`src/hw/smrb_pkg.sv`:
```
// Package with register map, field positions and reset values of the bank.
package smrb_pkg;
    // Register addresses.
    localparam logic [7:0] ADDR_SUPPLY_OUTPUT_CONTROL = 8'h01;
    localparam logic [7:0] ADDR_MONITOR_CONFIGURATION = 8'h02;
    localparam logic [7:0] ADDR_SUPPLY_THERMAL_STATUS = 8'h03;
    localparam logic [7:0] ADDR_EVENT_STATUS = 8'h06;
    localparam logic [7:0] ADDR_EVENT_MASK = 8'h07;
    // Reset values.
    localparam logic [7:0] RST_SUPPLY_OUTPUT_CONTROL = 8'h74;
    localparam logic [7:0] RST_MONITOR_CONFIGURATION = 8'h60;
    localparam logic [7:0] RST_SUPPLY_THERMAL_STATUS = 8'h00;
    localparam logic [7:0] RST_EVENT_STATUS = 8'h00;
    localparam logic [7:0] RST_EVENT_MASK = 8'h00;
    // Writable bits of each control register; reserved bits stay zero.
    localparam logic [7:0] WMASK_SUPPLY_OUTPUT_CONTROL = 8'h7F;
    localparam logic [7:0] WMASK_MONITOR_CONFIGURATION = 8'h7E;
    localparam logic [7:0] WMASK_EVENT = 8'h7F;
    // Supply output control fields.
    localparam int CTL_LDO_EN_BIT = 6;
    localparam int CTL_AUX_EN_BIT = 5;
    localparam int CTL_CLK_EN_BIT = 4;
    localparam int CTL_TX_PIN_EN_BIT = 3;
    localparam int CTL_TRIM_MSB = 2;
    localparam int CTL_TRIM_LSB = 0;
    // Monitor configuration fields.
    localparam int CFG_LDO_MASK_BIT = 6;
    localparam int CFG_CONV_MASK_BIT = 5;
    localparam int CFG_FILT_MASK_BIT = 4;
    localparam int CFG_PROBE_MSB = 3;
    localparam int CFG_PROBE_LSB = 1;
    // Status fields.
    localparam int STS_LDO_OK_BIT = 6;
    localparam int STS_CONV_OK_BIT = 5;
    localparam int STS_BUS_OK_BIT = 4;
    localparam int STS_FILT_OK_BIT = 3;
    localparam int STS_XTAL_BIT = 2;
    localparam int STS_THERMAL_WARN_BIT = 1;
    localparam int STS_PAST_SHUTDOWN_BIT = 0;
    // Number of monitored status inputs.
    localparam int STS_WIDTH = 7;
    localparam int TRIM_WIDTH = 3;
    localparam int PROBE_WIDTH = 3;
    // Probe select codes.
    localparam logic [2:0] PROBE_OFF = 3'h0;
    localparam logic [2:0] PROBE_BUS_INPUT_RAIL = 3'h1;
    localparam logic [2:0] PROBE_FILTERED_SUPPLY = 3'h2;
    localparam logic [2:0] PROBE_LDO_RAIL = 3'h3;
    localparam logic [2:0] PROBE_CONVERTER_RAIL = 3'h4;
    localparam logic [2:0] PROBE_ANALOG_CORE_RAIL = 3'h5;
    localparam logic [2:0] PROBE_BUS_CURRENT = 3'h6;
    localparam logic [2:0] PROBE_TEMPERATURE = 3'h7;
endpackage : smrb_pkg

```
`src/hw/smrb_sync.sv`:
```
// Two-stage synchroniser for a vector of independent level inputs.
`timescale 1ns/10ps
`default_nettype none
module smrb_sync #(
    parameter int WIDTH = 7
) (
    input wire logic clk_in,
    input wire logic srst_in,
    input wire logic [WIDTH-1:0] async_in,
    output logic [WIDTH-1:0] sync_out
);
    // One pair of flops per bit; the first stage feeds only the second.
    genvar gi;
    generate
        for (gi = 0; gi < WIDTH; gi++) begin : g_bit
            logic meta_r;
            logic stable_r;
            always_ff @(posedge clk_in) begin
                if (srst_in) begin
                    meta_r <= 1'b0;
                    stable_r <= 1'b0;
                end else begin
                    meta_r <= async_in[gi];
                    stable_r <= meta_r;
                end
            end
            assign sync_out[gi] = stable_r;
        end
    endgenerate
endmodule : smrb_sync
`default_nettype wire

```
`src/hw/smrb_top.sv`:
```
// Supply monitor register bank: control, monitor setup, status and events.
//
// Functional notes
// - Control bit 6 enables LDO, reset one.
// - Control bit 5 enables aux converter, reset one.
// - Control bit 4 enables clock output, reset one.
// - Control bit 3 drives activity pin, else tristate.
// - Control bits 2..0 trim LDO limit, reset 100.
// - Control bit 7 reserved, no function.
// - Config bits 6..4 mask monitors from warning.
// - Config bits 3..1 select analog probe source.
// - Config bits 0 and 7 reserved.
// - Status bit 6 shows LDO rail ok.
// - Status bit 5 shows converter rail ok.
// - Status bit 4 shows bus voltage ok.
// - Status bit 3 shows filtered supply ok.
// - Status bit 2 shows crystal running.
// - Status bit 1 shows thermal warning.
// - Status bit 0 shows past overheat shutdown.
//
// Chosen here: the address-and-strobe port.
`timescale 1ns/10ps
`default_nettype none
module smrb_top (
    input wire logic SYS_CLK_IN,
    input wire logic SRST_IN,
    input wire logic [7:0] ADDR_IN,
    input wire logic [7:0] WDATA_IN,
    input wire logic WR_IN,
    input wire logic RD_IN,
    output logic [7:0] RDATA_OUT,
    input wire logic LDO_OK_IN,
    input wire logic CONVERTER_OUTPUT_OK_IN,
    input wire logic BUS_SUPPLY_OK_IN,
    input wire logic FILTERED_SUPPLY_OK_IN,
    input wire logic XTAL_RUNNING_IN,
    input wire logic THERMAL_WARNING_IN,
    input wire logic PAST_OVERHEAT_SHUTDOWN_IN,
    input wire logic TX_ACTIVITY_IN,
    output logic LDO_REGULATOR_ENABLE_OUT,
    output logic AUX_CONVERTER_ENABLE_OUT,
    output logic CLOCK_OUT_ENABLE_OUT,
    output logic [2:0] LDO_CURRENT_LIMIT_TRIM_OUT,
    output logic [2:0] ANALOG_PROBE_SELECT_OUT,
    output logic TX_ACTIVITY_PIN_OUT,
    output logic TX_ACTIVITY_PIN_OE_N_OUT,
    output logic POWER_FAIL_WARNING_OUT,
    output logic IRQ_OUT
);
    logic [7:0] ctrl_r;
    logic [7:0] cfg_r;
    logic [7:0] status_r;
    logic [7:0] event_r;
    logic [7:0] event_nxt;
    logic [7:0] irq_mask_r;
    logic [7:0] rdata_r;
    logic [7:0] rdata_nxt;
    logic [smrb_pkg::STS_WIDTH-1:0] mon_async;
    logic [smrb_pkg::STS_WIDTH-1:0] mon_sync;
    logic [smrb_pkg::STS_WIDTH-1:0] mon_prev_r;
    logic warn_r;
    logic warn_nxt;
    logic tx_pin_r;
    logic wr_ctrl;
    logic wr_cfg;
    logic wr_mask;
    logic rd_event;

    // Monitor inputs come from the analog domain, so they are synchronised.
    assign mon_async = {LDO_OK_IN, CONVERTER_OUTPUT_OK_IN, BUS_SUPPLY_OK_IN,
                        FILTERED_SUPPLY_OK_IN, XTAL_RUNNING_IN,
                        THERMAL_WARNING_IN, PAST_OVERHEAT_SHUTDOWN_IN};

    smrb_sync #(
        .WIDTH(smrb_pkg::STS_WIDTH)
    ) u_mon_sync (
        .clk_in(SYS_CLK_IN),
        .srst_in(SRST_IN),
        .async_in(mon_async),
        .sync_out(mon_sync)
    );

    // Address decode; the status address has no write path at all.
    assign wr_ctrl = WR_IN && (ADDR_IN == smrb_pkg::ADDR_SUPPLY_OUTPUT_CONTROL);
    assign wr_cfg = WR_IN && (ADDR_IN == smrb_pkg::ADDR_MONITOR_CONFIGURATION);
    assign wr_mask = WR_IN && (ADDR_IN == smrb_pkg::ADDR_EVENT_MASK);
    assign rd_event = RD_IN && (ADDR_IN == smrb_pkg::ADDR_EVENT_STATUS);

    // Supply output control register; bit 7 is held at zero.
    always_ff @(posedge SYS_CLK_IN) begin
        if (SRST_IN) begin
            ctrl_r <= smrb_pkg::RST_SUPPLY_OUTPUT_CONTROL;
        end else if (wr_ctrl) begin
            // Mask keeps the reserved position dead.
            ctrl_r <= WDATA_IN & smrb_pkg::WMASK_SUPPLY_OUTPUT_CONTROL;
        end
    end

    // Monitor configuration register; bits 7 and 0 are held at zero.
    always_ff @(posedge SYS_CLK_IN) begin
        if (SRST_IN) begin
            cfg_r <= smrb_pkg::RST_MONITOR_CONFIGURATION;
        end else if (wr_cfg) begin
            cfg_r <= WDATA_IN & smrb_pkg::WMASK_MONITOR_CONFIGURATION;
        end
    end

    // Status image of the synchronised monitors; bit 7 reads zero.
    always_ff @(posedge SYS_CLK_IN) begin
        if (SRST_IN) begin
            status_r <= smrb_pkg::RST_SUPPLY_THERMAL_STATUS;
        end else begin
            status_r <= {1'b0, mon_sync};
        end
    end

    // Previous monitor image, used to spot any change of a status bit.
    always_ff @(posedge SYS_CLK_IN) begin
        if (SRST_IN) begin
            mon_prev_r <= '0;
        end else begin
            mon_prev_r <= mon_sync;
        end
    end

    // Sticky events on every status change; a new event beats the read clear.
    always_comb begin
        event_nxt = event_r;
        if (rd_event) begin
            event_nxt = 8'h00;
        end
        event_nxt = event_nxt | {1'b0, mon_sync ^ mon_prev_r};
    end

    always_ff @(posedge SYS_CLK_IN) begin
        if (SRST_IN) begin
            event_r <= smrb_pkg::RST_EVENT_STATUS;
        end else begin
            event_r <= event_nxt;
        end
    end

    // Interrupt mask, same layout as the event register, 1 passes an event.
    always_ff @(posedge SYS_CLK_IN) begin
        if (SRST_IN) begin
            irq_mask_r <= smrb_pkg::RST_EVENT_MASK;
        end else if (wr_mask) begin
            irq_mask_r <= WDATA_IN & smrb_pkg::WMASK_EVENT;
        end
    end

    // Level interrupt; combinational so it drops as soon as the read clears.
    assign IRQ_OUT = |(event_r & irq_mask_r);

    // Power-fail warning: the bus monitor has no mask and always counts.
    always_comb begin
        warn_nxt = 1'b0;
        if (!mon_sync[smrb_pkg::STS_LDO_OK_BIT]
            && !cfg_r[smrb_pkg::CFG_LDO_MASK_BIT]) begin
            warn_nxt = 1'b1;
        end
        if (!mon_sync[smrb_pkg::STS_CONV_OK_BIT]
            && !cfg_r[smrb_pkg::CFG_CONV_MASK_BIT]) begin
            warn_nxt = 1'b1;
        end
        if (!mon_sync[smrb_pkg::STS_FILT_OK_BIT]
            && !cfg_r[smrb_pkg::CFG_FILT_MASK_BIT]) begin
            warn_nxt = 1'b1;
        end
        if (!mon_sync[smrb_pkg::STS_BUS_OK_BIT]) begin
            warn_nxt = 1'b1;
        end
    end

    always_ff @(posedge SYS_CLK_IN) begin
        if (SRST_IN) begin
            warn_r <= 1'b0;
        end else begin
            warn_r <= warn_nxt;
        end
    end

    // Activity pin data is registered so the pad sees no glitches.
    always_ff @(posedge SYS_CLK_IN) begin
        if (SRST_IN) begin
            tx_pin_r <= 1'b0;
        end else begin
            tx_pin_r <= TX_ACTIVITY_IN;
        end
    end

    // Read mux; unmapped addresses and idle cycles return zero.
    always_comb begin
        rdata_nxt = 8'h00;
        if (RD_IN) begin
            case (ADDR_IN)
                smrb_pkg::ADDR_SUPPLY_OUTPUT_CONTROL: begin
                    rdata_nxt = ctrl_r;
                end
                smrb_pkg::ADDR_MONITOR_CONFIGURATION: begin
                    rdata_nxt = cfg_r;
                end
                smrb_pkg::ADDR_SUPPLY_THERMAL_STATUS: begin
                    rdata_nxt = status_r;
                end
                smrb_pkg::ADDR_EVENT_STATUS: begin
                    rdata_nxt = event_r;
                end
                smrb_pkg::ADDR_EVENT_MASK: begin
                    rdata_nxt = irq_mask_r;
                end
                default: begin
                    rdata_nxt = 8'h00;
                end
            endcase
        end
    end

    always_ff @(posedge SYS_CLK_IN) begin
        if (SRST_IN) begin
            rdata_r <= 8'h00;
        end else begin
            rdata_r <= rdata_nxt;
        end
    end

    // Output fields straight from the register flops.
    assign RDATA_OUT = rdata_r;
    assign LDO_REGULATOR_ENABLE_OUT = ctrl_r[smrb_pkg::CTL_LDO_EN_BIT];
    assign AUX_CONVERTER_ENABLE_OUT = ctrl_r[smrb_pkg::CTL_AUX_EN_BIT];
    assign CLOCK_OUT_ENABLE_OUT = ctrl_r[smrb_pkg::CTL_CLK_EN_BIT];
    assign LDO_CURRENT_LIMIT_TRIM_OUT =
        ctrl_r[smrb_pkg::CTL_TRIM_MSB:smrb_pkg::CTL_TRIM_LSB];
    assign ANALOG_PROBE_SELECT_OUT =
        cfg_r[smrb_pkg::CFG_PROBE_MSB:smrb_pkg::CFG_PROBE_LSB];
    // Pin data is forced low while released, so the pad never floats data.
    assign TX_ACTIVITY_PIN_OUT =
        tx_pin_r & ctrl_r[smrb_pkg::CTL_TX_PIN_EN_BIT];
    assign TX_ACTIVITY_PIN_OE_N_OUT =
        !ctrl_r[smrb_pkg::CTL_TX_PIN_EN_BIT];
    assign POWER_FAIL_WARNING_OUT = warn_r;
endmodule : smrb_top
`default_nettype wire

```
`config.mk`:
```
export PLATFORM = sky130hd
export DESIGN_NAME = smrb_top
export DESIGN_NICKNAME = d
export VERILOG_FILES = /design/src/hw/smrb_pkg.sv /design/src/hw/smrb_sync.sv /design/src/hw/smrb_top.sv
export SDC_FILE = /design/constraint.sdc
export NUM_CORES = 1
export LEC_CHECK = 0
export BUFFER_PORTS_ARGS = -buffer_cell sky130_fd_sc_hd__buf_4
export CAP_MARGIN = 20
export CORE_ASPECT_RATIO = 1.5
export CORE_MARGIN = 3
export CORE_UTILIZATION = 23
export DETAILED_ROUTE_END_ITERATION = 8
export PLACE_DENSITY_LB_ADDON = 0.05
export RECOVER_POWER = 50
export SETUP_SLACK_MARGIN = 0.02
export SYNTH_ARGS = -nofsm -noshare
export SYNTH_HDL_FRONTEND = slang
export SYNTH_HIERARCHICAL = 1
export SYNTH_SLANG_ARGS = --single-unit
```
`constraint.sdc`:
```
create_clock -name SYS_CLK_IN -period 3.5 [get_ports SYS_CLK_IN]
set_input_delay 0.175 -clock SYS_CLK_IN [delete_from_list [all_inputs] [get_ports SYS_CLK_IN]]
set_output_delay 0.175 -clock SYS_CLK_IN [all_outputs]
set_load 0.005 [all_outputs]
```
-- Word level (Yosys, flattened, before mapping)
Cells that the tools add are included.
- latch bits: 0
- memories kept: 0
- memory bits (writable): 0
- bits in registers: 60
- output and inout port bits: 21
- word-level logic and storage cells: 55
- bits in read-only memories: 0
- input bits: 28
- reductions and logical operators: 16
- multipliers: 0
- $add $sub $neg: 0
- mux-type cells: 6
- bitwise logic cells: 5
- $lt $le $gt $ge: 0
- shift operators: 0
- divide/modulo/power cells: 0
- equal/unequal tests: 5
- operators with widths (kind ; number):
    $pmux W8 S5 ; 1
    $eq A8 B2 Y1 const B ; 2
    $eq A8 B3 Y1 const B ; 2
    $and A8 B7 Y8 ; 1
    $eq A8 B1 Y1 const B ; 1
    $mux W8 ; 1
    $or A8 B7 Y8 ; 1
    $reduce_or A8 Y1 ; 1
    $logic_and A1 B1 Y1 ; 7
    $logic_not A1 Y1 ; 7
    $xor A7 B7 Y7 ; 1
    $mux W1 ; 4
    $reduce_or A2 Y1 ; 1
    $and A1 B1 Y1 ; 1
    $not A1 Y1 ; 1

-- Depth between registers and ports, before layout
Gate-level depths: netlist (run 1).
- depth in word-level cells: 6
- mapped depth: 5
- gate-level depth less buffers: 3

-- Hierarchy
Netlist (run 1), hierarchy kept.
- by module, submodules not included (module ; area each (um^2) ; cells an instance ; times used ; seq. area each (um^2)):
    smrb_top ; 2072.0 ; 216 ; 1 ; 860.8
    smrb_sync ; 460.4 ; 36 ; 1 ; 280.3

-- Least setup slack after synthesis (run 1)
No wires, ideal clock.
- kind: input port to flip-flop
- from: input port ADDR_IN[5]
- to: register cfg_r[1]
- data required time: 3.428 ns
- data arrival time: 1.376 ns
- cell stages on the path: 3
- library setup time: 0.072 ns
- setup slack: 2.052 ns
- path buffers: 0
- path through: or4_4 > nor4b_4 > mux2i_1
- longest elaborated chain between the ends: 2
- RTL lines (element ; RTL line ; source):
    from (decl) ; smrb_top.sv:27 ; input wire logic [7:0] ADDR_IN,
    $eq A8 B2 Y1 ; smrb_top.sv:85 ; assign wr_cfg = WR_IN && (ADDR_IN == smrb_pkg::ADDR_MONITOR_CONFIGURATION);
    $logic_and A1 B1 Y1 ; smrb_top.sv:85 ;
    to (signal assigned) ; smrb_top.sv:102 ; cfg_r <= smrb_pkg::RST_MONITOR_CONFIGURATION;
    to (signal assigned) ; smrb_top.sv:104 ; cfg_r <= WDATA_IN & smrb_pkg::WMASK_MONITOR_CONFIGURATION;
    to (decl) ; smrb_top.sv:51 ; logic [7:0] cfg_r;
Every way passes these cells.
A chain may end at the register's enable or synchronous reset.

-- Worst setup path after layout (run 1)
- from: input port ADDR_IN[5]
- to: register irq_mask_r[1]
- longest elaborated chain between the ends: 2
- RTL lines (element ; RTL line ; source):
    $eq A8 B3 Y1 ; smrb_top.sv:86 ; assign wr_mask = WR_IN && (ADDR_IN == smrb_pkg::ADDR_EVENT_MASK);
    $logic_and A1 B1 Y1 ; smrb_top.sv:86 ;
    to (signal assigned) ; smrb_top.sv:146 ; irq_mask_r <= smrb_pkg::RST_EVENT_MASK;
    to (signal assigned) ; smrb_top.sv:148 ; irq_mask_r <= WDATA_IN & smrb_pkg::WMASK_EVENT;
    to (decl) ; smrb_top.sv:55 ; logic [7:0] irq_mask_r;
Every way passes these cells.

==> impl_metrics.tcl, run 1 <==
set metrics [dict create \
    finalCritPeriodShare_pct 47.92 \
    ant_nets 0 \
    core-area_mm2 0.01065 \
    fillers 1151 \
    synth_top_area_share_pct 45.06 \
    via_count 1778 \
    grt_pass1_wl_mm 10.04 \
    synth.largest_area_cell "dfxtp_1" \
    fin_skew_ns 0.005843 \
    cts_made_buffers 9 \
    dr.pass1.iters 4 \
    htreeDepth 3 \
    ctsResizeCount 0 \
    drt_wl_total_mm 6.146 \
    status "finished clean" \
    grt_max_degree 61 \
    postLayoutCellArea_mm2 0.003202 \
    row_count 46 \
    arrival_ns 1.87 \
    power.share.clock_pct 53.2 \
    syn_area_per_cell_um2 10.05 \
    netlist_instances 252 \
    fin_cells 431 \
    wl_per_cell_um 14.26 \
    io_pins 49 \
    netSwitchingPower_mw 0.3619 \
    drc_errors 0 \
    hold_buffers 0 \
    path_clk_slew_ns 0.05 \
    cts_tree "done" \
    synth_nets 280 \
    relSlewSlack_pct 43.52 \
    cp-start-kind "input port" \
    power_density_mw_per_mm2 520.8 \
    async_reset_ff_share_pct 0 \
    nets 310 \
    crit_type "input port to flop" \
    worstSkewPairLatency_ns 0.32 \
    hold_violations 0 \
    drv_cap 0 \
    die_x_um 91.68 \
    grt_overflow_total 0 \
    max-clock-path-buffers 2 \
    die_h_um 134.5 \
    io_buffers 46 \
    placed_cells 415 \
    synth_common_cells "57 x dfxtp_1, 18 x mux2i_1, 17 x nand2b_1" \
    rsz0062_at_grt "no" \
    cp_max_fo 12 \
    drive_above_1_share_pct 27.18 \
    start_util_pct 23.78 \
    internal-power_mw 1.305 \
    synth_cell_types 41 \
    ys_warn_count 6 \
    seq_power_share_pct 40.7 \
    gp_congestion 0.6879 \
    cts_sinks 57 \
    gr-usage-all-layers_pct 10.81 \
    cp-end-kind "flop" \
    total_power_mw 1.667 \
    viasPerCell 4.125 \
    p_leak_nw 1.284 \
    regArea_mm2 0.001141 \
    syn2layout_area_growth_pct 26.43 \
    synth_most_common_cell "dfxtp_1" \
    clock.fmax_ghz 0.5962 \
    slew_violations 0 \
    syn-cell-area_mm2 0.002532 \
    synth-edff-count 0 \
    synth_ff_type "dfxtp_1" \
    ys_seq_area_share_pct 45.06 \
    ys_ff_latch 57 \
    multiInputGateArea_mm2 0.001180 \
    antennaDiodeCount 0 \
    switching_share_pct 21.71 \
    vdd_drop_max_mv 0.2221 \
    drt_iter0_markers 88 \
    cp.required_ns 3.69 \
    root_buffer "clkbuf_16" \
    post_cts_buffers 0 \
    combinationalPowerShare_pct 6.1 \
    min_path_type "input port to flop" \
    die_area_mm2 0.01233 \
    antenna_found_initial 0 \
    finalCriticalPeriod_ns 1.677 \
    tightest_slew_ns 0.8463 \
    setup-tns-final_ns 0 \
    first_global_vias 1744 \
    dpl_cell_area_mm2 0.002905 \
    place_hpwl_mm 4.249 \
    finalSetupViolations 0 \
    yosys-top-cells-area "dfxtp_1 45%, mux2i_1 7.1%, mux2_1 4.9%" \
]
[routing by layer]
layer	up-vias	wire [um]	global-route usage, %	part of all wire [%]
li1	918	-	-	-
met3	11	250	2.397	4.1
met1	811	3014	14.47	49
met5	-	0	0	0
met2	38	2715	15.66	44
met4	0	164	6.795	2.7
[layout by cell type, fill, tap and decap left out, types with 2 or more instances in the layout]
| cell | count |
|---|---|
| a41o_1 | 7 |
| nand3b_1 | 2 |
| a21oi_1 | 16 |
| buf_4 | 34 |
| o31ai_1 | 2 |
| mux2_1 | 11 |
| dfxtp_1 | 57 |
| nand4_1 | 2 |
| clkbuf_4 | 13 |
| clkbuf_16 | 9 |
| and2b_1 | 3 |
| nor2b_1 | 11 |
| nor4b_4 | 2 |
| a22oi_1 | 8 |
| mux2i_1 | 18 |
| nand3_1 | 3 |
| and3_1 | 2 |
| nor2_1 | 13 |
| xnor2_1 | 7 |
| nor2b_2 | 10 |
| nand2b_1 | 17 |
| clkinv_2 | 3 |
| inv_1 | 10 |
| nand2_1 | 6 |
| clkbuf_8 | 2 |
[through the flow]
step | utilization (%) | setup slack (ns) | hold WS [ns]
after floorplan | - | 2.052 | 0.2466
after global placement | 27.29 | 1.639 | 0.3858
after detailed placement | 27.29 | 1.649 | 0.3892
after CTS | 30.16 | 1.953 | 0.04795
after global routing | 30.07 | 1.614 | 0.05122
final | 30.07 | 1.823 | 0.05979
[path summary, 6_finish.rpt]
path                                                 start                           end  slack (ns)  depth (start not counted)
worst max-delay path                            ADDR_IN[5]                 irq_mask_r[1]        1.82                          5
worst max register to register                  event_r[6]                  RDATA_OUT[6]        2.36                          3
worst min register to register  u_mon_sync/g_bit[6].meta_r  u_mon_sync/g_bit[6].stable_r        0.43                          1
worst min-delay path                       XTAL_RUNNING_IN    u_mon_sync/g_bit[2].meta_r        0.06                          2
[kinds of logic (layout without fill, tap and decap cells)]
logic type / count (synthesis) / count (layout) / synth area share, %
buffers and inverters: 39 / 74 / 8.350
AOI/OAI and AO/OA: 39 / 39 / 10.62
and+or+nand+nor: 79 / 79 / 20.95
xor gates and xnor gates: 7 / 7 / 2.421
DFF: 57 / 57 / 45.06
muxes: 30 / 30 / 12.45
other: 1 / 1 / 0.1481
[power groups by stage]
stage | clock, mW | sequential [mW] | combinational, mW
4_1_cts | 0.912 | 0.678 | 0.104
3_3_place_gp | 0 | 0.692 | 0.104
2_1_floorplan | 0 | 0.686 | 0.0711
3_5_place_dp | 0 | 0.692 | 0.104
5_1_grt | 0.941 | 0.679 | 0.114
6_report | 0.887 | 0.678 | 0.102
[critical path, cell delays in order]
cell and delay (ns):
buf_4 0.11, nor4_1 0.39, clkbuf_1 0.51, nand3_1 0.46
mux2i_1 0.22
[flip-flops by register name (all words and copies together) (netlist names)]
register                   cells
mon_prev_r                     7
event_r                        7
tx_pin_r                       1
POWER_FAIL_WARNING_OUT         1
irq_mask_r                     7
u_mon_sync/g_bit.meta_r        7
cfg_r                          6
ctrl_r                         7
RDATA_OUT                      7
u_mon_sync/g_bit.stable_r      7
[final cells by class]
type	instances	share of cell area, %
timing repair buffer	48	11.14
clock inverter	5	1.680
multi-input combinational	156	36.85
tap	144	5.627
clock buffer	11	7.894
sequential	57	35.64
inverter	10	1.172
(Power assumes the default switching activity.)
==> run 2: changes to the inputs <==
- clock period: 3.5 -> 1.4 ns (I/O delays scaled with it)
==> run 2 against run 1 <==
  * Clock-buffer cell count rose by 1
  * Clock power rose by 110%
  * Critical path depth fell by 2
  * Clock skew fell by 0.00060 ns
  * Sequential share of layout area fell by 1.6 points
  * Via count rose by 3.1%
  * Cell count rose by 4.6%
  * Combinational power rose to 2.9 times the previous value
  * Cell area rose by 5.2%
  * Largest power group unchanged
  * Sequential power rose to 2.5 times the previous value
  * Non-clock buffer count rose by 23
==> impl_metrics.tcl, run 2 (same netlist as run 1, synthesis figures left out) <==
set metrics [dict create \
    dpl_cell_area_mm2 0.003015 \
    grt_max_degree 54 \
    first_global_vias 1823 \
    drive_above_1_share_pct 29.97 \
    internal-power_mw 3.043 \
    path_clk_slew_ns 0.05 \
    grt_pass1_wl_mm 10.26 \
    cp.required_ns 1.33 \
    wl_per_cell_um 13.80 \
    cts_sinks 57 \
    fillers 1098 \
    syn2layout_area_growth_pct 33.00 \
    finalWorstSetupSlack_ns 0.05349 \
    finalCritPeriodShare_pct 96.18 \
    min_path_type "input port to flop" \
    dp_slack_ns -0.05072 \
    finalSetupViolations 0 \
    vdd_drop_max_mv 0.5032 \
    finalCriticalPeriod_ns 1.347 \
    cp-start-kind "flop" \
    cp-end-kind "output port" \
    worstSkewPairLatency_ns 0.32 \
    crit_type "flop to output port" \
    final_cell_mix "54 x dfxtp_1, 44 x buf_4, 18 x mux2i_1" \
    rsz0062_at_grt "yes" \
    hold_violations 0 \
    max-clock-path-buffers 2 \
    htreeDepth 3 \
    grt_overflow_total 0 \
    die_area_mm2 0.01233 \
    setup-tns-final_ns 0 \
    switching_share_pct 21.77 \
    viasPerCell 4.067 \
    cp_max_fo 2 \
    r2r_setup_slack_ns 0.28 \
    gp_congestion 0.7101 \
    root_buffer "clkbuf_16" \
    status "finished clean" \
    row_count 46 \
    io_buffers 46 \
    clock.fmax_ghz 0.7427 \
    nets 333 \
    final_common_cell "dfxtp_1" \
    cts_tree "done" \
    drt_iter0_markers 60 \
    fin_util_pct 31.63 \
    die_x_um 91.68 \
    antenna_found_initial 0 \
    dr.pass1.iters 6 \
    combinationalPowerShare_pct 7.6 \
    power_density_mw_per_mm2 1155 \
    slew_violations 0 \
    die_h_um 134.5 \
    io_pins 49 \
    via_count 1834 \
    fin_skew_ns 0.005243 \
    drv_cap 0 \
    core-area_mm2 0.01065 \
    cts_made_buffers 9 \
    start_util_pct 23.78 \
    drt_wl_total_mm 6.222 \
    drc_errors 0 \
    antennaDiodeCount 0 \
    seq_power_share_pct 43.6 \
    total_power_mw 3.889 \
    netSwitchingPower_mw 0.8465 \
    p_leak_nw 1.367 \
    power.share.clock_pct 48.8 \
    postLayoutCellArea_mm2 0.003368 \
    place_hpwl_mm 4.418 \
    ant_nets 0 \
    arrival_ns 1.28 \
    gr-usage-all-layers_pct 10.95 \
]
-- run 2: repair_timing --
item                                    4_1_cts  5_1_grt
hold endpoints to repair                     10        0
hold buffers                                  9        0
endpoints found under the setup margin        1        1
resized for setup                             3        0
pin swaps                                     2        0
setup buffers                                 1        0
gates cloned                                  0        0
-- run 2: critical path, cell delays in order, from the launching register on --
cell and delay, ns:
dfxtp_2 0.31, a222oi_1 0.34, nand3_1 0.14, buf_4 0.16
-- run 2: path summary, 6_finish.rpt --
path,cells past startpoint,end,start
hold reg to reg,1,u_mon_sync/g_bit[6].stable_r,u_mon_sync/g_bit[6].meta_r
setup reg to reg,3,RDATA_OUT[5],event_r[5]
hold / removal,3,ctrl_r[2],WDATA_IN[2]
setup / recovery,3,IRQ_OUT,irq_mask_r[3]
-- run 2: final cells by class --
| class | instances | area, um^2 | share of cell area (%) |
|---|---|---|---|
| well taps | 144 | 180.2 | 5.349 |
| inverters | 10 | 37.54 | 1.114 |
| multi-input cells | 156 | 1186 | 35.22 |
| clock inverters | 1 | 5.005 | 0.1486 |
| flip-flops and latches | 57 | 1145 | 33.99 |
| repair buffers | 71 | 568.0 | 16.86 |
| clock buffers | 12 | 246.5 | 7.318 |
-- run 2: per-stage QoR --
step / hold WS [ns] / cells
final: 0.02181 / 451
after global routing: 0.03488 / 451
after CTS: 0.009961 / 451
after detailed placement: 0.2820 / 428
after global placement: 0.2807 / 428
after floorplan: 0.1416 / 252
-- run 2: power groups by stage --
stage                     clock, mW  sequential [mW]  combinational [mW]
after global placement            0             1.73               0.280
final                          1.90             1.70               0.295
after CTS                      1.98             1.70               0.299
after floorplan                   0             1.72               0.178
after global routing           2.03             1.70               0.327
after detailed placement          0             1.73               0.278
-- run 2: routing by layer --
metal	GRT usage (%)	share of wire (%)	up-vias
li1	-	-	958
met1	14.27	48	834
met2	16.39	46	34
met3	2.508	3.9	8
met4	6.544	1.8	0
met5	0	0	-
==> run 3: changes to the inputs <==
- SYNTH_HIERARCHICAL: 1 -> unset
- clock period: 1.4 -> 1.1 ns (I/O delays scaled with it)
==> run 3 against run 2 <==
  * First-iteration DRC count increased by 47%
  * Utilization increased by 3.9 points
  * Area after synthesis decreased by 10%
  * Setup slack got worse by 0.38 ns
  * Register-to-register slack got worse by 0.17 ns
  * Wire length increased by 4.9%
  * Combinational power increased by 35%
  * Synthesized cell count decreased by 6.3%
  * Clock skew increased by 0.0013 ns
  * The flow now finishes with violations (setup timing)
  * Highest routed layer unchanged
==> impl_metrics.tcl, run 3 <==
set metrics [dict create \
    worst-path-buf-inv 2 \
    cts_tree "done" \
    start_util_pct 24.12 \
    hold_violations 0 \
    clock.fmax_ghz 0.7019 \
    async_reset_ff_share_pct 0 \
    finalCriticalPeriod_ns 1.425 \
    cts_made_buffers 9 \
    die_area_mm2 0.01113 \
    drv_cap 0 \
    fin_skew_ns 0.006548 \
    finalWorstSetupSlack_ns -0.3247 \
    arrival_ns 1.37 \
    io_pins 49 \
    synth_ff_type "dfxtp_1" \
    slew_violations 0 \
    synth-edff-count 0 \
    ys_seq_area_share_pct 50.25 \
    p_leak_nw 1.515 \
    drt_iter0_markers 88 \
    cp-startpoint "irq_mask_r[4]" \
    dp_slack_ns -0.2299 \
    switching_share_pct 21.01 \
    grt_overflow_total 0 \
    synth.largest_area_cell "dfxtp_1" \
    grt_pass1_wl_mm 10.10 \
    fillers 966 \
    final_common_cell "dfxtp_1" \
    synth_most_common_cell "dfxtp_1" \
    yosys-top-cells-area "dfxtp_1 50%, mux2i_1 9.3%, nor2b_1 7.7%" \
    combinationalPowerShare_pct 7.5 \
    cp_max_fo 2 \
    min_to "ctrl_r[6]" \
    cp.required_ns 1.04 \
    cp-end-kind "output port" \
    gp_congestion 0.7432 \
    syn-cell-area_mm2 0.002271 \
    core-area_mm2 0.009415 \
    drc_errors 0 \
    first_global_vias 1897 \
    die_x_um 87.13 \
    reg2reg_from "event_r[4]" \
    die_h_um 127.7 \
    viasPerCell 4.339 \
    drt_wl_total_mm 6.529 \
    finalSetupViolations 5 \
    crit_chain "a222oi_1 -> buf_4 -> nand3_2 -> buf_6" \
    gr-usage-all-layers_pct 12.46 \
    holdCritStartpoint "WDATA_IN[6]" \
    syn_area_per_cell_um2 9.623 \
    drive_above_1_share_pct 31.15 \
    whs_path_depth 3 \
    dpl_cell_area_mm2 0.002918 \
    tightest_slew_ns 0.7030 \
    dr.pass1.iters 4 \
    rsz0062_at_grt "yes" \
    wl_per_cell_um 15.08 \
    relSlewSlack_pct 53.13 \
    vdd_drop_max_mv 0.7452 \
    regArea_mm2 0.001142 \
    timing.rr.end "RDATA_OUT[4]" \
    htreeDepth 3 \
    via_count 1879 \
    ys_warn_count 0 \
    netlist_instances 236 \
    crit_slowest_cell "a222oi_1" \
    multiInputGateArea_mm2 0.001045 \
    worstRegToRegCells 5 \
    max_stage_delay_ns 0.38 \
    power_density_mw_per_mm2 1586 \
    crit_family "compound AO/OA/AOI/OAI gates" \
    antennaDiodeCount 0 \
    failed_checks "setup timing" \
    internal-power_mw 4.191 \
    syn2layout_area_growth_pct 47.27 \
    grt_max_degree 24 \
    ys_ff_latch 57 \
    place_hpwl_mm 5.022 \
    finalCritPeriodShare_pct 129.5 \
    synth_cell_types 32 \
    netSwitchingPower_mw 1.115 \
    row_count 43 \
    synth_top_area_share_pct 50.25 \
    path_clk_slew_ns 0.05 \
    status "finished, violations left" \
    power.share.clock_pct 51.9 \
    synth_nets 264 \
    final_cell_mix "56 x dfxtp_1, 53 x buf_4, 37 x nor2_1" \
    r2r_setup_slack_ns 0.11 \
    io_buffers 46 \
    antenna_found_initial 0 \
    nets 345 \
    worstSkewPairLatency_ns 0.32 \
    cp-start-kind "flop" \
    root_buffer "clkbuf_16" \
    crit_type "flop to output port" \
    ant_nets 0 \
    max-clock-path-buffers 2 \
    min_path_type "input port to flop" \
    postLayoutCellArea_mm2 0.003344 \
    synth_common_cells "57 x dfxtp_1, 37 x nor2_1, 28 x nor2b_1" \
    cts_sinks 57 \
    seq_power_share_pct 40.7 \
]
==> run 3: cell count changes in the layout (fill, tap and decap cells not counted), moves of 8 or more <==
cell	before	now
nor2b_2	10	1
nor2_1	13	37
nand2b_1	17	2
inv_1	10	2
nor2b_1	11	27
mux2_1	11	0
buf_4	44	53
==> run 3: power by group through the flow <==
stage / sequential [mW] / combinational [mW] / clock [mW]
after global routing: 2.16 / 0.438 / 2.93
after detailed placement: 2.20 / 0.368 / 0
final: 2.16 / 0.397 / 2.75
after CTS: 2.16 / 0.403 / 2.86
after global placement: 2.20 / 0.368 / 0
after floorplan: 2.19 / 0.180 / 0
==> run 3: cells by family (layout without fill, tap and decap cells) <==
family	Yosys count	after routing	synth area share, %
flops	57	57	50.25
mux	21	21	9.256
simple gates	88	88	20.88
xor+xnor	7	7	2.700
compound gates	41	41	11.74
other cells	1	1	0.1651
buf+inv	21	106	5.014
==> run 3: tightest hold or removal path, stage by stage <==
cell	delay [ns]
buf_4	0.11
nor3_2	0.04
a21oi_1	0.09
==> run 3: layer usage <==
metal	vias up	part of all wire, %	global-route usage [%]
li1	965	-	-
met1	856	42	13.87
met2	51	51	21.57
met3	7	4.6	3.408
met4	0	1.7	5.962
met5	-	0	0
==> run 3: timing repair <==
item | 4_1_cts | 5_1_grt
gates resized for setup | 3 | 7
pin swaps | 2 | 1
hold buffers | 12 | 0
endpoints found under the hold margin | 14 | 0
setup endpoints to repair | 2 | 12
buffers inserted | 0 | 1
==> run 3: how the worst max path moves through the flow <==
stage                     to  slack, ns  depth (start not counted)
2_1_floorplan  irq_mask_r[5]     -0.007                          4
4_1_cts              IRQ_OUT      -0.42                          4
6_report             IRQ_OUT      -0.32                          4
5_1_grt              IRQ_OUT      -0.41                          4
3_5_place_dp       ctrl_r[1]      -0.23                          6
3_3_place_gp        cfg_r[2]      -0.20                          6
==> run 3: area by class of cell <==
| type | count | share of cell area (%) |
|---|---|---|
| timing repair buffer | 89 | 21.32 |
| clock inverter | 3 | 1.197 |
| tap | 112 | 4.190 |
| inverter | 2 | 0.2245 |
| sequential | 57 | 34.16 |
| multi-input combinational | 158 | 31.24 |
| clock buffer | 12 | 7.669 |
==> run 3: through the flow <==
step	total power [mW]	hold slack [ns]	instances	utilization (%)	TNS (ns)
finish	5.305	0.01422	433	35.52	-0.3590
global route	5.533	0.03309	433	35.52	-3.799
CTS	5.419	0.001327	432	35.51	-0.4151
detailed placement	2.568	0.2691	405	30.99	-6.176
global placement	2.568	0.2673	405	30.99	-5.878
floorplan	2.368	0.1832	236	-	-0.06365
